===== config.mk =====
export PLATFORM = sky130hd
export DESIGN_NAME = iraw_top
export DESIGN_NICKNAME = d
export VERILOG_FILES = /design/src/logic/iraw_pkg.sv /design/src/logic/iraw_top.sv /design/src/logic/iraw_sel_decode.sv
export VERILOG_INCLUDE_DIRS = /design/src /design/src/logic
export SDC_FILE = /design/constraint.sdc
export NUM_CORES = 1
export LEC_CHECK = 0
export BUFFER_PORTS_ARGS = -buffer_cell sky130_fd_sc_hd__buf_2
export CORE_UTILIZATION = 35
export CTS_BUF_LIST = sky130_fd_sc_hd__clkbuf_4 sky130_fd_sc_hd__clkbuf_8
export DETAILED_ROUTE_END_ITERATION = 12
export GPL_ROUTABILITY_DRIVEN = 1
export GPL_TIMING_DRIVEN = 1
export HOLD_SLACK_MARGIN = 0.1
export PLACE_DENSITY = 0.63
export SETUP_SLACK_MARGIN = 0.15
export SLEW_MARGIN = 20
export SYNTH_ARGS = -nofsm -noshare
export SYNTH_HDL_FRONTEND = slang
export SYNTH_SLANG_ARGS = --single-unit

===== constraint.sdc =====
create_clock -name I_MCLK -period 2.6 [get_ports I_MCLK]
set_clock_uncertainty 0.1 [all_clocks]
set_input_delay 0.26 -clock I_MCLK [delete_from_list [all_inputs] [get_ports I_MCLK]]
set_output_delay 0.26 -clock I_MCLK [all_outputs]
set_load 0.02 [all_outputs]

===== src/logic/iraw_regs.svh =====
// Purpose: Offsets, field positions, codes and reset values of the indirect access window
// Assumes: 8-bit local register space reached by the I2C register engine
// Notes: Definitions only
`ifndef IRAW_REGS_SVH
`define IRAW_REGS_SVH

// Local register offsets
`define IRAW_OFF_CONTROL 8'hB0
`define IRAW_OFF_OFFSET 8'hB1
`define IRAW_OFF_DATA 8'hB2

// Control register fields
`define IRAW_SEL_HI 5
`define IRAW_SEL_LO 2
`define IRAW_AUTO_INC_BIT 1
`define IRAW_READ_REQ_BIT 0

// Reset values
`define IRAW_CONTROL_RST 8'h00
`define IRAW_OFFSET_RST 8'h00

// Target block select codes
`define IRAW_SEL_PATGEN 4'h0
`define IRAW_SEL_RX0 4'h1
`define IRAW_SEL_RX1 4'h2
`define IRAW_SEL_SHARED 4'h5
`define IRAW_SEL_BOTH_RX 4'h6
`define IRAW_SEL_CSI 4'h7

// Target block indices on the strobe vectors, one bit per block
`define IRAW_TGT_PATGEN 0
`define IRAW_TGT_RX0 1
`define IRAW_TGT_RX1 2
`define IRAW_TGT_SHARED 3
`define IRAW_TGT_CSI 4
`define IRAW_NUM_TGT 5

`endif


===== src/logic/iraw_pkg.sv =====
// Purpose: Shared types of the indirect access window
// Assumes: Constants come from iraw_regs.svh
// Notes: Types only
`include "iraw_regs.svh"

package iraw_pkg;

  // Target select codes
  typedef enum logic [3:0] {
    IRAW_PATGEN = `IRAW_SEL_PATGEN,
    IRAW_RX0 = `IRAW_SEL_RX0,
    IRAW_RX1 = `IRAW_SEL_RX1,
    IRAW_SHARED = `IRAW_SEL_SHARED,
    IRAW_BOTH_RX = `IRAW_SEL_BOTH_RX,
    IRAW_CSI = `IRAW_SEL_CSI
  } iraw_sel_t;

  typedef logic [`IRAW_NUM_TGT-1:0] iraw_mask_t;

endpackage : iraw_pkg


===== src/logic/iraw_top.sv =====
// Purpose: Indirect register access window: control, offset and data registers
// Assumes: Local register strobes come from the I2C register engine on I_MCLK
// Notes: Target blocks sit on write and read strobes, one bit each, sharing offset and data
`timescale 1ns/1ps
`include "iraw_regs.svh"

module iraw_top #(
  parameter int NUM_TGT = `IRAW_NUM_TGT
) (
  input wire logic I_MCLK,
  input wire logic I_RESETN,
  input wire logic I_REG_WR,
  input wire logic I_REG_RD,
  input wire logic [7:0] I_REG_ADDR,
  input wire logic [7:0] I_REG_WDATA,
  input wire logic [NUM_TGT*8-1:0] I_TGT_RDATA,
  output logic [7:0] O_REG_RDATA,
  output logic [NUM_TGT-1:0] O_TGT_WR,
  output logic [NUM_TGT-1:0] O_TGT_RD_STB,
  output logic [7:0] O_TGT_OFFSET,
  output logic [7:0] O_TGT_WDATA
);

  ////////////////////////////////////////////////////////////////////////////
  // Local register decode

  logic [3:0] target_block_select_reg;
  logic offset_auto_increment_reg;
  logic read_strobe_request_reg;
  logic [7:0] target_offset_reg;
  logic strobe_pend_reg;
  iraw_pkg::iraw_mask_t wr_mask;
  iraw_pkg::iraw_mask_t rd_mask;
  logic ctl_wr, off_wr, data_wr, data_rd, data_acc;

  assign ctl_wr = I_REG_WR && (I_REG_ADDR == `IRAW_OFF_CONTROL);
  assign off_wr = I_REG_WR && (I_REG_ADDR == `IRAW_OFF_OFFSET);
  assign data_wr = I_REG_WR && (I_REG_ADDR == `IRAW_OFF_DATA);
  assign data_rd = I_REG_RD && (I_REG_ADDR == `IRAW_OFF_DATA);
  assign data_acc = data_wr || data_rd;

  iraw_sel_decode u_iraw_sel_decode (
    .i_sel(target_block_select_reg),
    .o_wr_mask(wr_mask),
    .o_rd_mask(rd_mask)
  );

  // Picks one target's read byte; empty mask reads zero
  function automatic logic [7:0] pick_byte(input logic [NUM_TGT*8-1:0] bytes, input iraw_pkg::iraw_mask_t m);
    logic [7:0] r;
    r = 8'h00;
    for (int k = 0; k < NUM_TGT; k++) begin
      if (m[k]) begin
        r = r | bytes[k*8 +: 8];
      end
    end
    return r;
  endfunction : pick_byte

  ////////////////////////////////////////////////////////////////////////////
  // Control register

  // Select, auto-increment and read request fields; bits 7:6 read zero
  always_ff @(posedge I_MCLK) begin
    if (!I_RESETN) begin
      target_block_select_reg <= 4'(`IRAW_CONTROL_RST >> `IRAW_SEL_LO);
      offset_auto_increment_reg <= 1'b0;
      read_strobe_request_reg <= 1'b0;
    end else if (ctl_wr) begin
      target_block_select_reg <= I_REG_WDATA[`IRAW_SEL_HI:`IRAW_SEL_LO];
      offset_auto_increment_reg <= I_REG_WDATA[`IRAW_AUTO_INC_BIT];
      read_strobe_request_reg <= I_REG_WDATA[`IRAW_READ_REQ_BIT];
    end
  end

  ////////////////////////////////////////////////////////////////////////////
  // Offset register

  // 8-bit offset; a host write wins over an increment in the same cycle
  always_ff @(posedge I_MCLK) begin
    if (!I_RESETN) begin
      target_offset_reg <= `IRAW_OFFSET_RST;
    end else if (off_wr) begin
      target_offset_reg <= I_REG_WDATA;
    end else if (data_acc && offset_auto_increment_reg) begin
      // Advance after the access, wrapping at the top
      target_offset_reg <= target_offset_reg + 8'h01;
    end
  end

  ////////////////////////////////////////////////////////////////////////////
  // Read strobe scheduling

  // Strobe waits one cycle so it sees the offset already updated
  always_ff @(posedge I_MCLK) begin
    if (!I_RESETN) begin
      strobe_pend_reg <= 1'b0;
    end else begin
      // Data read refetch in auto-increment mode
      strobe_pend_reg <= read_strobe_request_reg &&
        (off_wr || (data_rd && offset_auto_increment_reg));
    end
  end

  ////////////////////////////////////////////////////////////////////////////
  // Target-side outputs

  // Offset follows one cycle behind so write pulses carry the pre-increment value
  always_ff @(posedge I_MCLK) begin
    if (!I_RESETN) begin
      O_TGT_OFFSET <= `IRAW_OFFSET_RST;
      O_TGT_WDATA <= 8'h00;
      O_TGT_WR <= '0;
      O_TGT_RD_STB <= '0;
    end else begin
      O_TGT_OFFSET <= target_offset_reg;
      // Forward data write; reserved codes give an empty mask
      O_TGT_WR <= data_wr ? wr_mask : '0;
      if (data_wr) begin
        O_TGT_WDATA <= I_REG_WDATA;
      end
      O_TGT_RD_STB <= strobe_pend_reg ? rd_mask : '0;
    end
  end

  ////////////////////////////////////////////////////////////////////////////
  // Read data

  // Data read returns the selected block; reserved codes and the dual receive code read zero
  always_ff @(posedge I_MCLK) begin
    if (!I_RESETN) begin
      O_REG_RDATA <= 8'h00;
    end else if (I_REG_RD) begin
      case (I_REG_ADDR)
        `IRAW_OFF_CONTROL: O_REG_RDATA <= {2'b00, target_block_select_reg,
          offset_auto_increment_reg, read_strobe_request_reg};
        `IRAW_OFF_OFFSET: O_REG_RDATA <= target_offset_reg;
        `IRAW_OFF_DATA: O_REG_RDATA <= pick_byte(I_TGT_RDATA, rd_mask);
        default: O_REG_RDATA <= 8'h00;
      endcase
    end
  end
endmodule : iraw_top


===== src/logic/iraw_sel_decode.sv =====
// Purpose: Turns the target select code into write and read masks with one bit per target
// Assumes: Pure combinational, same clock domain as the caller
// Notes: Reserved codes give empty masks
`timescale 1ns/1ps
`include "iraw_regs.svh"

module iraw_sel_decode (
  input wire logic [3:0] i_sel,
  output iraw_pkg::iraw_mask_t o_wr_mask,
  output iraw_pkg::iraw_mask_t o_rd_mask
);

  // Write mask: the dual receive code fans out to both ports
  always_comb begin
    o_wr_mask = '0;
    o_rd_mask = '0;
    case (i_sel)
      `IRAW_SEL_PATGEN: o_rd_mask[`IRAW_TGT_PATGEN] = 1'b1;
      `IRAW_SEL_RX0: o_rd_mask[`IRAW_TGT_RX0] = 1'b1;
      `IRAW_SEL_RX1: o_rd_mask[`IRAW_TGT_RX1] = 1'b1;
      `IRAW_SEL_SHARED: o_rd_mask[`IRAW_TGT_SHARED] = 1'b1;
      `IRAW_SEL_CSI: o_rd_mask[`IRAW_TGT_CSI] = 1'b1;
      `IRAW_SEL_BOTH_RX: begin
        // Write-only broadcast, nothing to read back
        o_wr_mask[`IRAW_TGT_RX0] = 1'b1;
        o_wr_mask[`IRAW_TGT_RX1] = 1'b1;
      end
      default: o_rd_mask = '0;
    endcase
    if (i_sel != `IRAW_SEL_BOTH_RX) begin
      o_wr_mask = o_wr_mask | o_rd_mask;
    end
  end

endmodule : iraw_sel_decode


==> results by stage <==
STA:
- The maximum clock rate is 523 MHz.
- The share of the clock period used by the worst path after layout is 0.736.
- The number of hold violations in the final report is 0.
- Setup violations remaining at the end of the flow were counted as 0.
- For the final routed database, the setup TNS stands at 0 ps.
- The count of final max-slew check failures is 0.
- The final critical delay including setup and external delays is 1910 ps.
- In this run the tightest slew margin relative to its limit is 0.571.
- At the pin with the least slew margin, the transition time is 643 ps.
- Setup repair after global routing left no endpoint under its margin.

Detailed routing:
- In the final routed layout, each cell accounts on average for 15.7 um.
- Detailed routing inserted a total of 2,285 vias.
- The routed design has 6690 um of wire.
- The detailed router finished its first iteration with 93 violations.
- The ratio of routed vias to standard cells is 5.38.
- Before antenna repair, the detailed router went through 4 iterations.
- The number of nets with antenna violations after routing is 0.
- After detailed routing, the number of remaining DRC violations is 0.

Yosys:
- The count of different cell masters after synthesis is 52.
- Averaged over all synthesized cells, the footprint is 9.52 sq um.
- The total of warnings raised by yosys is 0.
- The netlist area before placement is 2440 sq um.
- In the synthesized netlist, the number of instances is 256.
- The number of synthesized register bits is 49.
- The share of the Yosys chip area taken by registers is 0.402.
- The share of async-settable or async-resettable flops after synthesis is 0.
- The number of nets in the synthesized netlist is 317.
- The synthesized design contains 0 enable-type register cells.
- The dominant register cell in the synthesized netlist is sky130_fd_sc_hd__dfxtp_1.

Clocking:
- The clock drives 49 sinks.
- The later-pin clock latency in the skew report is 300 ps.
- The number of H-tree levels is 2.
- The number of clock buffers inserted by TritonCTS is 5.
- No sink is reached through more buffers than the 2 on the longest clock path.
- The post-CTS clock slew at the launch and capture registers of the worst setup and hold paths is 90 ps.
- The number of instances resized during post-cts repair is 0.
- The clock tree root buffer cell is sky130_fd_sc_hd__clkbuf_8.
- For this design, the CTS-stage hold fixing added 0 buffers.
- The post-CTS setup repair buffer count is 0.
- TritonCTS built the clock tree.

Global routing:
- In the global route stage, overall resource usage came out at 0.183.
- In the global route stage, met3 resource usage came out at 0.0331.
- The layer flagged by global routing as most heavily used is met2.
- The via count of the first global-routing pass is 2,164.
- The sum of overflow across all layers after global routing is 0.
- The number of antenna violations at the first check in global routing came to 0.
- For met2 alone, demand over resource in global routing was 0.308.
- The first-pass GRT wire length is 10,500 um.
- The largest net degree at the start of global routing is 22.
- In the global route stage, met1 resource usage came out at 0.233.

Final layout:
- The final antenna diode count is 0.
- The share of post-route cells with drive strength above 1 is 0.342.
- The filler cell count is 673.
- The final cell utilization of the core is 0.449.
- Leaving out fill and tap cells, the most frequent cell in the layout is sky130_fd_sc_hd__buf_2.
- From synthesis to final layout, the design area changed by 24.5%.
- The final net count is 405.
- The final standard cell area without fillers is 3030 sq um.
- The top cell types in the final layout, fill and taps aside, are sky130_fd_sc_hd__buf_2, sky130_fd_sc_hd__dfxtp_1, sky130_fd_sc_hd__mux2i_1, sky130_fd_sc_hd__nor2_1, sky130_fd_sc_hd__nand2_1.

Floorplan:
- For this configuration, the core starts out at a cell density of 0.361.
- Measured along the x axis, the die boundary spans 85.5 um.
- The total I/O pin count is 94.
- The y dimension of the die is 85.5 um.
- The area of the core is 6760 sq um.
- The floorplan step defined a die boundary enclosing 7300 sq um.
- The number of rows created at floorplan is 30.

Critical path:
- The worst setup path is of the register to register kind.
- The required time at the endpoint of the critical path is 2730 ps.
- For the worst setup path, the data arrival time is 2040 ps.
- STA classifies the critical path startpoint as a register.
- The nature of the critical path endpoint is a register.
- The largest fanout of any net on the critical path is 15.

Pwr:
- The worst-case vdd ir drop is 0.295 mV.
- The ratio of total power to cell area is 451 nW/um^2.
- The final total power is 1.37 mW.
- The static power due to leakage is 1.43 nW.

Run status:
- The run finished with clean final reports.

Place:
- The post-DP HPWL is 5030 um.
- Routability-driven placement finished with a final weighted congestion of 0.885.
- The placed instance area is 2930 sq um.
- Input and output buffers added on the ports amount to 93.

Job:
- The number of maximum-capacitance violations is 0.

Hold path:
- The kind of path behind the tightest hold check is primary input to register.
[cell type report]
| type | count | area [sq um] | area share |
|---|---|---|---|
| multi-input combinational | 188 | 1350 | 0.446 |
| tap | 80 | 100 | 0.0330 |
| inverter | 5 | 18.8 | 0.00619 |
| clock inverter | 1 | 5.00 | 0.00165 |
| sequential | 49 | 981 | 0.323 |
| timing repair buffer | 95 | 480 | 0.158 |
| clock buffer | 7 | 96.3 | 0.0318 |
[power by group]
part	internal (mW)	total [mW]	leakage [nW]	switching, mW
Combinational	0.0565	0.117	0.982	0.0609
Sequential	0.750	0.751	0.394	0.000628
Clock	0.241	0.499	0.0542	0.258
Total	1.05	1.37	1.43	0.320
[cells by family (layout without fill, tap and decap cells)]
kind of cell    count (synthesis)  in the layout  share of synthesized area
mux                            40             40                      0.165
compound gates                 49             49                      0.155
simple gates                   98             98                      0.229
buf+inv                        19            108                     0.0426
fa+ha+maj                       1              1                    0.00513
flops                          49             49                      0.402
[metrics by stage]
step / hold WS, ps / worst slack (ps) / cells
floorplan: 304 / 1110 / 256
global placement: 342 / 749 / 417
detailed placement: 350 / 692 / 417
CTS: 105 / 658 / 425
global route: 145 / 492 / 425
finish: 113 / 686 / 425
[worst paths after layout]
check | start | to | slack (ps) | depth (start not counted)
worst max-delay path | target_block_select_reg[0] | O_REG_RDATA[0] | 690 | 4
worst min-delay path | I_REG_WDATA[6] | O_TGT_WDATA[6] | 110 | 3
worst max register to register | target_block_select_reg[0] | O_REG_RDATA[0] | 690 | 4
worst min register to register | O_REG_RDATA[0] | O_REG_RDATA[0] | 380 | 2
[critical path, cell delays in order (launching register included)]
cell                        delay, ps
sky130_fd_sc_hd__dfxtp_1          660
sky130_fd_sc_hd__nor2b_1          600
sky130_fd_sc_hd__o2bb2ai_1        180
sky130_fd_sc_hd__a21oi_1          100
sky130_fd_sc_hd__o221ai_1         200
[synthesized netlist by cell type (2+ instances only)]
cell type	count	area (sq um)
sky130_fd_sc_hd__clkbuf_1	5	18.8
sky130_fd_sc_hd__a21oi_1	8	40.0
sky130_fd_sc_hd__nor4_1	2	12.5
sky130_fd_sc_hd__a31oi_1	6	37.5
sky130_fd_sc_hd__nand4_1	4	25.0
sky130_fd_sc_hd__inv_1	5	18.8
sky130_fd_sc_hd__nor2_1	35	131
sky130_fd_sc_hd__a32o_1	2	20.0
sky130_fd_sc_hd__nand2_1	13	48.8
sky130_fd_sc_hd__mux2_2	2	22.5
sky130_fd_sc_hd__buf_6	2	22.5
sky130_fd_sc_hd__mux2i_1	38	380
sky130_fd_sc_hd__nor2b_1	6	37.5
sky130_fd_sc_hd__a22o_1	3	26.3
sky130_fd_sc_hd__a222oi_1	2	20.0
sky130_fd_sc_hd__a211oi_1	3	22.5
sky130_fd_sc_hd__o22ai_1	4	25.0
sky130_fd_sc_hd__o21ai_0	3	15.0
sky130_fd_sc_hd__buf_2	5	25.0
sky130_fd_sc_hd__dfxtp_1	49	981
sky130_fd_sc_hd__o221ai_1	6	52.6
sky130_fd_sc_hd__o2bb2ai_1	7	61.3
sky130_fd_sc_hd__nor3_1	7	35.0
sky130_fd_sc_hd__nand3b_1	2	15.0
sky130_fd_sc_hd__and2_1	5	31.3
sky130_fd_sc_hd__nand3_1	5	25.0
sky130_fd_sc_hd__nand2b_1	2	12.5
[routing by layer]
metal / up-vias / wire, um
met1: 1049 / 3130
met2: 107 / 2930
li1: 1117 / -
met3: 12 / 480
met4: 0 / 148
met5: - / 0
No activity file was read; power rests on OpenSTA's default activity.
